[config.mk]
export PLATFORM = sky130hd
export DESIGN_NAME = cod_channel
export DESIGN_NICKNAME = d
export VERILOG_FILES = /design/src/design/cod_channel.v
export VERILOG_INCLUDE_DIRS = /design/src /design/src/design
export SDC_FILE = /design/constraint.sdc
export NUM_CORES = 1
export LEC_CHECK = 0
export BUFFER_PORTS_ARGS = -buffer_cell sky130_fd_sc_hd__buf_2
export CELL_PAD_IN_SITES_DETAIL_PLACEMENT = 1
export CELL_PAD_IN_SITES_GLOBAL_PLACEMENT = 1
export CORE_UTILIZATION = 49
export CTS_BUF_LIST = sky130_fd_sc_hd__clkbuf_4
export DETAILED_ROUTE_END_ITERATION = 10
export PLACE_DENSITY_LB_ADDON = 0.1
export SLEW_MARGIN = 5
export SYNTH_ARGS = -nofsm -noshare
export SYNTH_HDL_FRONTEND = slang
export SYNTH_SLANG_ARGS = --single-unit
[constraint.sdc]
create_clock -name mclk_i -period 4.3 [get_ports mclk_i]
set_input_delay 0.645 -clock mclk_i [delete_from_list [all_inputs] [get_ports mclk_i]]
set_output_delay 0.645 -clock mclk_i [all_outputs]
set_load 0.005 [all_outputs]
[src/design/cod_defines.vh]
/*
 Constants for the clock output divider channel: register offsets, field
 positions, reset values, encodings and timing counts.
 Assumes an Avalon-MM slave with 32-bit data and byte addresses.
*/
`ifndef COD_DEFINES_VH
`define COD_DEFINES_VH

// register byte offsets
`define COD_REG_CTRL 4'h0
`define COD_REG_DIV_LSB 4'h4
`define COD_REG_DIV_MSB 4'h8
`define COD_REG_DELAY 4'hc
`define COD_REG_STATUS 4'h0
`define COD_ADDR_W 4

// ctrl field positions
`define COD_CTRL_EN 0
`define COD_CTRL_SLIP_EN 1
`define COD_CTRL_SYNC_EN 2
`define COD_CTRL_MSLIP_EN 3
`define COD_CTRL_HIPERF 4
`define COD_CTRL_DYN_DRV 5
`define COD_CTRL_MODE_LO 6
`define COD_CTRL_MUX_LO 8
`define COD_CTRL_MUTE_LO 10
`define COD_CTRL_PAIR_LO 12
`define COD_CTRL_W 14
`define COD_CTRL_RST 14'h0000

// delay word fields
`define COD_DLY_COARSE_LO 0
`define COD_DLY_FINE_LO 8

// encodings
`define COD_MODE_NORMAL 2'b00
`define COD_MODE_PULSE 2'b11
`define COD_MUX_DIV 2'b00
`define COD_MUX_ANALOG 2'b01
`define COD_MUX_PAIR 2'b10
`define COD_MUX_VCO 2'b11
`define COD_MUTE_LOW 2'b10
`define COD_DIV_RST 12'h000
`define COD_COARSE_MAX 6'h23

// answer latency of the bus slave in cycles
`define COD_BUS_WAIT 1

`endif

[src/design/cod_channel.v]
/*
 One clock output divider channel: divider, half-cycle phase delay, source
 mux, slip and sync handling, pulse generator start-up and buffer gating.
 Assumes mclk_i is the vco clock and that broadcast event inputs are pulses
 from logic on the same clock; the pair channel and analog delayed clock
 arrive as same-clock levels and are used as data.
*/
// The register addresses and the Avalon-MM slave port are this design's own decisions.
`timescale 1ns/10ps
`default_nettype none
`include "cod_defines.vh"

module cod_channel #(
  parameter DIV_W = 12,
  parameter MSLIP_W = 12,
  parameter [MSLIP_W-1:0] MSLIP_CNT = 12'h001
) (
  input wire mclk_i,
  input wire rst_n_i,
  // avalon-mm slave
  input wire [`COD_ADDR_W-1:0] avs_address_i,
  input wire avs_read_i,
  input wire avs_write_i,
  input wire [31:0] avs_writedata_i,
  input wire [3:0] avs_byteenable_i,
  output wire [31:0] avs_readdata_o,
  output wire avs_waitrequest_o,
  // chip-wide controls and broadcast events
  input wire sleep_i,
  input wire [6:0] pair_output_enables_i,
  input wire slip_req_i,
  input wire sync_req_i,
  input wire pulse_start_i,
  input wire pulse_stop_i,
  input wire pair_clk_i,
  input wire analog_clk_i,
  // channel outputs
  output wire clk_out_o,
  output wire buf_en_o,
  output wire clamp_low_o,
  output wire div_run_o
);

  // configuration registers
  reg [`COD_CTRL_W-1:0] ctrl_ff;
  reg [7:0] div_lsb_ff;
  reg [3:0] div_msb_ff;
  reg [4:0] coarse_ff;
  reg [4:0] fine_ff;
  reg wait_ff;
  reg [31:0] rdata_ff;

  wire ch_en = ctrl_ff[`COD_CTRL_EN];
  wire slip_en = ctrl_ff[`COD_CTRL_SLIP_EN];
  wire sync_en = ctrl_ff[`COD_CTRL_SYNC_EN];
  wire mslip_en = ctrl_ff[`COD_CTRL_MSLIP_EN];
  wire dyn_drv = ctrl_ff[`COD_CTRL_DYN_DRV];
  wire [1:0] mode = ctrl_ff[`COD_CTRL_MODE_LO +: 2];
  wire [1:0] mux_sel = ctrl_ff[`COD_CTRL_MUX_LO +: 2];
  wire [1:0] mute = ctrl_ff[`COD_CTRL_MUTE_LO +: 2];
  wire [2:0] pair_idx = ctrl_ff[`COD_CTRL_PAIR_LO +: 2] == 2'b11 ? 3'h6 : {1'b0, ctrl_ff[`COD_CTRL_PAIR_LO +: 2]};
  wire [DIV_W-1:0] ratio = {div_msb_ff, div_lsb_ff};

  wire bus_req = avs_read_i | avs_write_i;
  wire bus_take = bus_req & ~wait_ff;
  wire wr_take = bus_take & avs_write_i;
  // read data is fetched in the wait cycle so it stands at the accepting edge
  wire rd_load = avs_read_i & wait_ff;

  // state observed by software
  reg running_ff;
  reg pulse_act_ff;
  reg [MSLIP_W-1:0] slip_left_ff;

  // slave: one wait cycle, then the request is taken
  always @(posedge mclk_i or negedge rst_n_i) begin
    if (!rst_n_i) begin
      wait_ff <= 1'b1;
    end else begin
      wait_ff <= bus_take ? 1'b1 : ~bus_req;
    end
  end

  // register writes with byte enables; lanes without enable keep their value
  always @(posedge mclk_i or negedge rst_n_i) begin
    if (!rst_n_i) begin
      ctrl_ff <= `COD_CTRL_RST;
      div_lsb_ff <= 8'h00;
      div_msb_ff <= 4'h0;
      coarse_ff <= 5'h00;
      fine_ff <= 5'h00;
    end else if (wr_take) begin
      case (avs_address_i)
        `COD_REG_CTRL: begin
          if (avs_byteenable_i[0]) begin
            ctrl_ff[7:0] <= avs_writedata_i[7:0];
          end
          if (avs_byteenable_i[1]) begin
            ctrl_ff[13:8] <= avs_writedata_i[13:8];
          end
        end
        `COD_REG_DIV_LSB: begin
          if (avs_byteenable_i[0]) begin
            div_lsb_ff <= avs_writedata_i[7:0];
          end
        end
        `COD_REG_DIV_MSB: begin
          if (avs_byteenable_i[0]) begin
            div_msb_ff <= avs_writedata_i[3:0];
          end
        end
        `COD_REG_DELAY: begin
          if (avs_byteenable_i[0]) begin
            coarse_ff <= avs_writedata_i[4:0];
          end
          if (avs_byteenable_i[1]) begin
            fine_ff <= avs_writedata_i[12:8];
          end
        end
        default: begin
        end
      endcase
    end
  end

  // read mux; unmapped addresses read zero
  // status bits are one cycle old at the accepting edge, fine for polling
  always @(posedge mclk_i or negedge rst_n_i) begin
    if (!rst_n_i) begin
      rdata_ff <= 32'h0000_0000;
    end else if (rd_load) begin
      case (avs_address_i)
        `COD_REG_CTRL: begin
          rdata_ff <= {running_ff, pulse_act_ff, 2'b00, slip_left_ff, 2'b00, ctrl_ff};
        end
        `COD_REG_DIV_LSB: begin
          rdata_ff <= {24'h000000, div_lsb_ff};
        end
        `COD_REG_DIV_MSB: begin
          rdata_ff <= {28'h0000000, div_msb_ff};
        end
        `COD_REG_DELAY: begin
          rdata_ff <= {19'h00000, fine_ff, 3'h0, coarse_ff};
        end
        default: begin
          rdata_ff <= 32'h0000_0000;
        end
      endcase
    end
  end

  // run permission; pulse mode runs only inside a chain
  wire permit = ch_en & pair_output_enables_i[pair_idx] & ~sleep_i;
  wire pulse_mode = (mode == `COD_MODE_PULSE);
  wire run = permit & (~pulse_mode | pulse_act_ff);

  // pulse chain state machine: power up on start, down after stop
  // leaving pulse mode or losing permission also ends the chain
  localparam [0:0] PG_IDLE = 1'b0;
  localparam [0:0] PG_CHAIN = 1'b1;
  reg nxt_pulse_act;
  always @* begin
    nxt_pulse_act = pulse_act_ff;
    case (pulse_act_ff)
      PG_IDLE: begin
        if (pulse_start_i && pulse_mode && permit) begin
          nxt_pulse_act = PG_CHAIN;
        end
      end
      PG_CHAIN: begin
        if (pulse_stop_i || !pulse_mode || !permit) begin
          nxt_pulse_act = PG_IDLE;
        end
      end
      default: begin
        nxt_pulse_act = PG_IDLE;
      end
    endcase
  end

  // chain state register
  always @(posedge mclk_i or negedge rst_n_i) begin
    if (!rst_n_i) begin
      pulse_act_ff <= PG_IDLE;
    end else begin
      pulse_act_ff <= nxt_pulse_act;
    end
  end

  // rephase events: sync if enabled, pulse start in pulse mode
  wire rephase = (sync_req_i & sync_en) | (pulse_start_i & pulse_mode & permit);
  wire auto_slip = mslip_en & slip_en & (sync_req_i | pulse_start_i);

  // slip engine: each slip swallows one vco cycle of the divider
  // a new request restarts the count rather than adding to it
  reg [MSLIP_W-1:0] nxt_slip_left;
  wire [MSLIP_W-1:0] slip_one = {{(MSLIP_W-1){1'b0}}, 1'b1};
  wire slip_go = auto_slip | (slip_req_i & slip_en);
  always @* begin
    nxt_slip_left = slip_left_ff;
    if (slip_go) begin
      nxt_slip_left = mslip_en ? MSLIP_CNT : slip_one;
    end else if (slip_left_ff != {MSLIP_W{1'b0}}) begin
      nxt_slip_left = slip_left_ff - slip_one;
    end
  end

  // slip count register
  always @(posedge mclk_i or negedge rst_n_i) begin
    if (!rst_n_i) begin
      slip_left_ff <= {MSLIP_W{1'b0}};
    end else begin
      slip_left_ff <= nxt_slip_left;
    end
  end
  wire slip_hold = (slip_left_ff != {MSLIP_W{1'b0}});

  // divider: counts ratio vco cycles per output period (two for ratio 1), ~50% duty
  reg [DIV_W-1:0] cnt_ff;
  reg div_q_ff;
  reg [DIV_W-1:0] nxt_cnt;
  reg nxt_div_q;
  wire [DIV_W-1:0] one = {{(DIV_W-1){1'b0}}, 1'b1};
  wire [DIV_W-1:0] last = ratio - one;
  wire [DIV_W-1:0] half = {1'b0, ratio[DIV_W-1:1]};
  wire wrap = (cnt_ff >= last);
  // a rephase restarts the count; a slip freezes it for one cycle
  // ratio 0 wraps at all ones; the mux does not bypass it, so the divider path still outputs it
  always @* begin
    nxt_cnt = cnt_ff;
    nxt_div_q = div_q_ff;
    if (!run || rephase) begin
      nxt_cnt = `COD_DIV_RST;
      nxt_div_q = 1'b0;
    end else if (!slip_hold) begin
      if (wrap) begin
        nxt_cnt = `COD_DIV_RST;
      end else begin
        nxt_cnt = cnt_ff + one;
      end
      if (ratio == one) begin
        nxt_div_q = ~div_q_ff;
      end else begin
        nxt_div_q = wrap | (cnt_ff + one < half);
      end
    end
  end

  // divider registers
  always @(posedge mclk_i or negedge rst_n_i) begin
    if (!rst_n_i) begin
      cnt_ff <= `COD_DIV_RST;
      div_q_ff <= 1'b0;
    end else begin
      cnt_ff <= nxt_cnt;
      div_q_ff <= nxt_div_q;
    end
  end

  // coarse delay: whole-cycle shift line plus half-cycle pick
  // five bits reach 31 half steps, inside the 35-step ceiling, so no clip
  wire [4:0] coarse = coarse_ff;
  reg [17:0] dly_line_ff;
  reg half_ff;
  wire [17:0] tap_vec = {dly_line_ff[16:0], div_q_ff};
  // one flop per whole vco cycle of shift
  genvar gi;
  generate
    for (gi = 0; gi < 18; gi = gi + 1) begin : g_dly
      always @(posedge mclk_i or negedge rst_n_i) begin
        if (!rst_n_i) begin
          dly_line_ff[gi] <= 1'b0;
        end else begin
          dly_line_ff[gi] <= tap_vec[gi];
        end
      end
    end
  endgenerate
  wire whole_tap = tap_vec[coarse[4:1]];
  // odd step is launched on the falling vco edge
  always @(negedge mclk_i or negedge rst_n_i) begin
    if (!rst_n_i) begin
      half_ff <= 1'b0;
    end else begin
      half_ff <= whole_tap;
    end
  end
  wire dly_out = coarse[0] ? half_ff : whole_tap;

  // source mux; vco selection reproduced as toggling data
  reg vco_tog_ff;
  always @(posedge mclk_i or negedge rst_n_i) begin
    if (!rst_n_i) begin
      vco_tog_ff <= 1'b0;
    end else begin
      vco_tog_ff <= ~vco_tog_ff;
    end
  end
  reg mux_out;
  // the vco itself cannot pass as data, so a toggle stands in for it
  always @* begin
    case (mux_sel)
      `COD_MUX_DIV: begin
        mux_out = dly_out;
      end
      `COD_MUX_ANALOG: begin
        mux_out = analog_clk_i;
      end
      `COD_MUX_PAIR: begin
        mux_out = pair_clk_i;
      end
      `COD_MUX_VCO: begin
        mux_out = vco_tog_ff;
      end
      default: begin
        mux_out = 1'b0;
      end
    endcase
  end

  // buffer enable and idle clamp
  wire buf_en = (pulse_mode & dyn_drv) ? run : ch_en;
  wire idle = ~run;
  wire clamp = buf_en & ch_en & idle & (mute == `COD_MUTE_LOW);
  reg clk_out_ff;
  reg buf_en_ff;
  reg clamp_ff;
  always @(posedge mclk_i or negedge rst_n_i) begin
    if (!rst_n_i) begin
      clk_out_ff <= 1'b0;
      buf_en_ff <= 1'b0;
      clamp_ff <= 1'b0;
      running_ff <= 1'b0;
    end else begin
      clk_out_ff <= (clamp | ~buf_en | idle) ? 1'b0 : mux_out;
      buf_en_ff <= buf_en;
      clamp_ff <= clamp;
      running_ff <= run;
    end
  end

  assign avs_readdata_o = rdata_ff;
  assign avs_waitrequest_o = wait_ff;
  assign clk_out_o = clk_out_ff;
  assign buf_en_o = buf_en_ff;
  assign clamp_low_o = clamp_ff;
  assign div_run_o = running_ff;

endmodule // cod_channel
`default_nettype wire

* After elaboration in Yosys (flattened, before gate mapping)
Index checks and enable logic that the tools add are counted.
** Word-level totals
- Register bits after elaboration :: 116
- Word-level logic and storage cells :: 124
** Cells by class
- Add/subtract/negate cells :: 3
- Magnitude comparators :: 4
- Equal/unequal tests :: 11
- Mux-type cells :: 22
- Bitwise gates (word level) :: 33
- Reductions and logical operators :: 18
** Operators by type and width (count)
- case mux 32 bit (4 select lines) :: 1
- two-way mux 12 bit :: 5
- subtractor 12 x 1 -> 12 bit (second input constant) :: 2
- AND reduction 3 bit :: 6
- AND 1 bit :: 16
- adder 12 x 1 -> 12 bit (second input constant) :: 1
- equality test 12 x 1 -> 1 bit (second input constant) :: 1
- greater-or-equal comparator 12 bit :: 1
- less-than comparator 12 x 11 -> 1 bit :: 1
- nonzero test 12 bit :: 1
- two-way mux 1 bit :: 11
- equality test 2 bit (second input constant) :: 5
- NOT 1 bit :: 9
- equality test 4 bit (second input constant) :: 2
- OR 1 bit :: 8
- less-than comparator 4 x 6 -> 1 bit (second input constant) :: 1
- binary-select mux 1 bit (select 4 bit) :: 1
- equality test 4 x 3 -> 1 bit (second input constant) :: 1
- logical NOT 4 bit :: 1
- less-than comparator 3 x 4 -> 1 bit (second input constant) :: 1
- case mux 1 bit (4 select lines) :: 1
- binary-select mux 1 bit (select 3 bit) :: 1
- logical NOT 1 bit :: 3
- logical OR 1 bit :: 3
- other kinds (7) :: 8

* Logic depth before layout (Yosys ltp)
- Depth after elaboration :: 14
- Gate-level depth with buffers :: 13

==> results.md <==
- Starting density of the core: about 50%
- Max VDD drop: 0.000236 V
- Static Leak: 0.00305 uW
- Worst path arrival time: 2.10 ns
- Setup Viol. Count Final: 0
- Antenna cells: 0
- Clock-pin slew on the worst setup and hold paths: 0.18 ns
- Setup_tns: 0 ns
- Synth warnings: 0
- Post-Synthesis Cell Area: between 5000 and 6000 sq um
- Filler instances: 1241
- Number of global-route vias before repair: around 4300
- Rows: 38
- Clock sink count: 112
- DP Cell Count: a little over 700
- Area growth, synth to finish: 10.8%
- Synth Instances: 531
- Hold Buf Count CTS: 0
- Crit Path Class: reg -> reg
- Yosys top cell area share: between 40% and 50%
- Clock latency on the worst-skew pair: 0.48 ns
- Final RePlAce weighted congestion: 0.848
- Hold Path Stages: 2
- Register-to-Register Path Depth: 2
- Seq/Total Area, Yosys: 50.8%
- Root Driver: clkbuf_4
- Resize count post-CTS: 0
- Antenna Nets Post-Route: 0
- Via-per-instance ratio: around 5.7
- Nets: 678
- Share of cells above drive strength 1: 20.2%
- Avg Inst Size Synth: about 10 sq um
- CTS max path bufs: 2
- H-tree depth: 3
- Final wirelength: 14.0 mm
- TritonCTS clock tree: built
- Port Buffers: 67
- Die area: roughly 12000 sq um
- Non-Filler Instances: 739
- Die W: 108 um
- Crit path max fanout: 6
- Sequential Area: 2800 sq um
- Status: complete, no violations
- TritonRoute pass-1 iters: 4
- Yosys reg bits: 112
- Library cells used by synthesis: 47
- Via count: 4191
- Global route overflow: 0
- Hold crit path type: in -> reg
- Power Density: 387 nW/um^2
- Clock Skew: 0.0572 ns
- DRC viols: 0
- Worst slew margin: just over 40%
- Initial antenna violation count: 0
- Dpl hpwl: 10.6 mm
- Total core area: 10900 sq um
- First-pass GRT wire length: 22.7 mm
- Critical Path Source Type: register
- Routed len/inst: 18.9 um
- Largest net degree at the start of global routing: 63
- Number of flops mapped to enable cells by yosys: 0
- Clock buffer count from CTS: 9
- CP endpoint kind: register
- Multi-input gate area: between 2000 and 3000 sq um
- MaxCap Viol Count: 0
- Final slew viol count: 0
- IO Pins: between 90 and 100
- Commonest cells post-synth: dfrtp_1 (110), nand2_1 (88), o21ai_0 (45)
- Req. time, crit path: around 2.4 ns
- Synth area leader: dfrtp_1
- Area contributors post-synth: dfrtp_1 (50%), nand2_1 (6.0%), ha_1 (5.9%)
- Gr usage total: 25.6%
- Setup bufs post-CTS: 0
- FFs w/ async S/R, synth: 100%
- RSZ-0062 raised after global routing: false
- Die Height: 108 um
- Prevailing post-synth register cell: dfrtp_1
- First DRT Iteration DRCs: 244
- Top-count cell post-synth: dfrtp_1
- Fin. Hold Viols: 0
- Worst slew pin tran: 0.890 ns
-- cell families (layout without fill, tap and decap cells) --
group,Yosys count,in the layout,share of synthesized area (%)
compound gates,100,100,10.6
xor+xnor,23,23,3.65
fa+ha+maj,26,26,5.89
buf+inv,42,107,3.26
flops,112,112,50.8
mux,39,39,9.81
other cells,1,4,0.0679
simple gates,188,188,15.9
-- sequential cells by signal, indices dropped and copies added (netlist names) --
register and cells:
avs_readdata_o 28, avs_waitrequest_o 1, buf_en_o 1, clamp_low_o 1
clk_out_o 1, cnt_ff 12, coarse 5, ctrl_ff 14
div_lsb_ff 8, div_msb_ff 4, div_q_ff 1, div_run_o 1
dly_line_ff 15, fine_ff 5, half_ff 1, pulse_act_ff 1
slip_left_ff 12, vco_tog_ff 1
-- path summary, 6_finish.rpt --
path | slack, ns | from | end
worst min-delay path | 0.31 | avs_write_i | avs_waitrequest_o
max in group asynchronous | 2.13 | rst_n_i | half_ff
worst max-delay path | 0.32 | coarse[1] | half_ff
worst max register to register | 0.32 | coarse[1] | half_ff
worst min register to register | 0.40 | dly_line_ff[3] | dly_line_ff[4]
min in group asynchronous | 0.33 | rst_n_i | slip_left_ff[6]
-- critical path, stage by stage (launching register included) --
cell,delay [ns]
dfrtp_1,0.52
mux4_1,0.59
mux4_2,0.51
-- through the flow --
stage	util [%]	worst slack (ns)	hold slack [ns]	total power, uW	instance area (sq um)
final	56.2	0.318	0.306	2370	6120
after global routing	56.2	0.253	0.300	2510	6120
after CTS	56.2	0.310	0.283	2390	6120
after detailed placement	54.9	0.398	0.357	1850	5980
after global placement	54.9	0.425	0.353	1810	5980
after floorplan	-	0.549	0.346	1650	5530
-- final cells by class --
cell class | count | area share, %
multi-input cells | 380 | 41.8
inverters | 19 | 1.17
flip-flops and latches | 112 | 45.8
clock buffers | 9 | 1.10
well taps | 140 | 2.86
clock inverters | 7 | 1.14
repair buffers | 72 | 6.13
-- report_power, final --
| group | internal [uW] | leakage, uW | total, uW | switching (uW) |
|---|---|---|---|---|
| registers | 1180 | 0.00148 | 1340 | 158 |
| logic | 223 | 0.00149 | 493 | 271 |
| clock network | 140 | 0.0000779 | 538 | 398 |
| total | 1540 | 0.00305 | 2370 | 827 |
-- cell usage in the layout (no fill, tap or decap), types with 6 or more instances in the layout --
| cell | n |
|---|---|
| a21o_1 | 7 |
| a21oi_1 | 23 |
| a31oi_1 | 6 |
| buf_2 | 66 |
| buf_4 | 6 |
| clkbuf_4 | 9 |
| dfrtp_1 | 110 |
| ha_1 | 26 |
| inv_1 | 19 |
| mux2_2 | 26 |
| nand2_1 | 88 |
| nand2b_1 | 11 |
| nand3_1 | 11 |
| nand4_1 | 7 |
| nor2_1 | 26 |
| nor3_1 | 11 |
| o21ai_0 | 45 |
| xnor2_1 | 22 |
-- layer usage --
layer | vias to the layer above | GRT usage (%) | share of wire [%] | wire length [um]
met1 | 2094 | 34.2 | 45 | 6310
met3 | 21 | 4.82 | 4.2 | 584
met4 | 0 | 7.93 | 2.1 | 289
met2 | 89 | 42.4 | 49 | 6800
li1 | 1987 | - | - | -
met5 | - | 0 | 0 | 0
No activity file was read; power rests on OpenSTA's default activity.
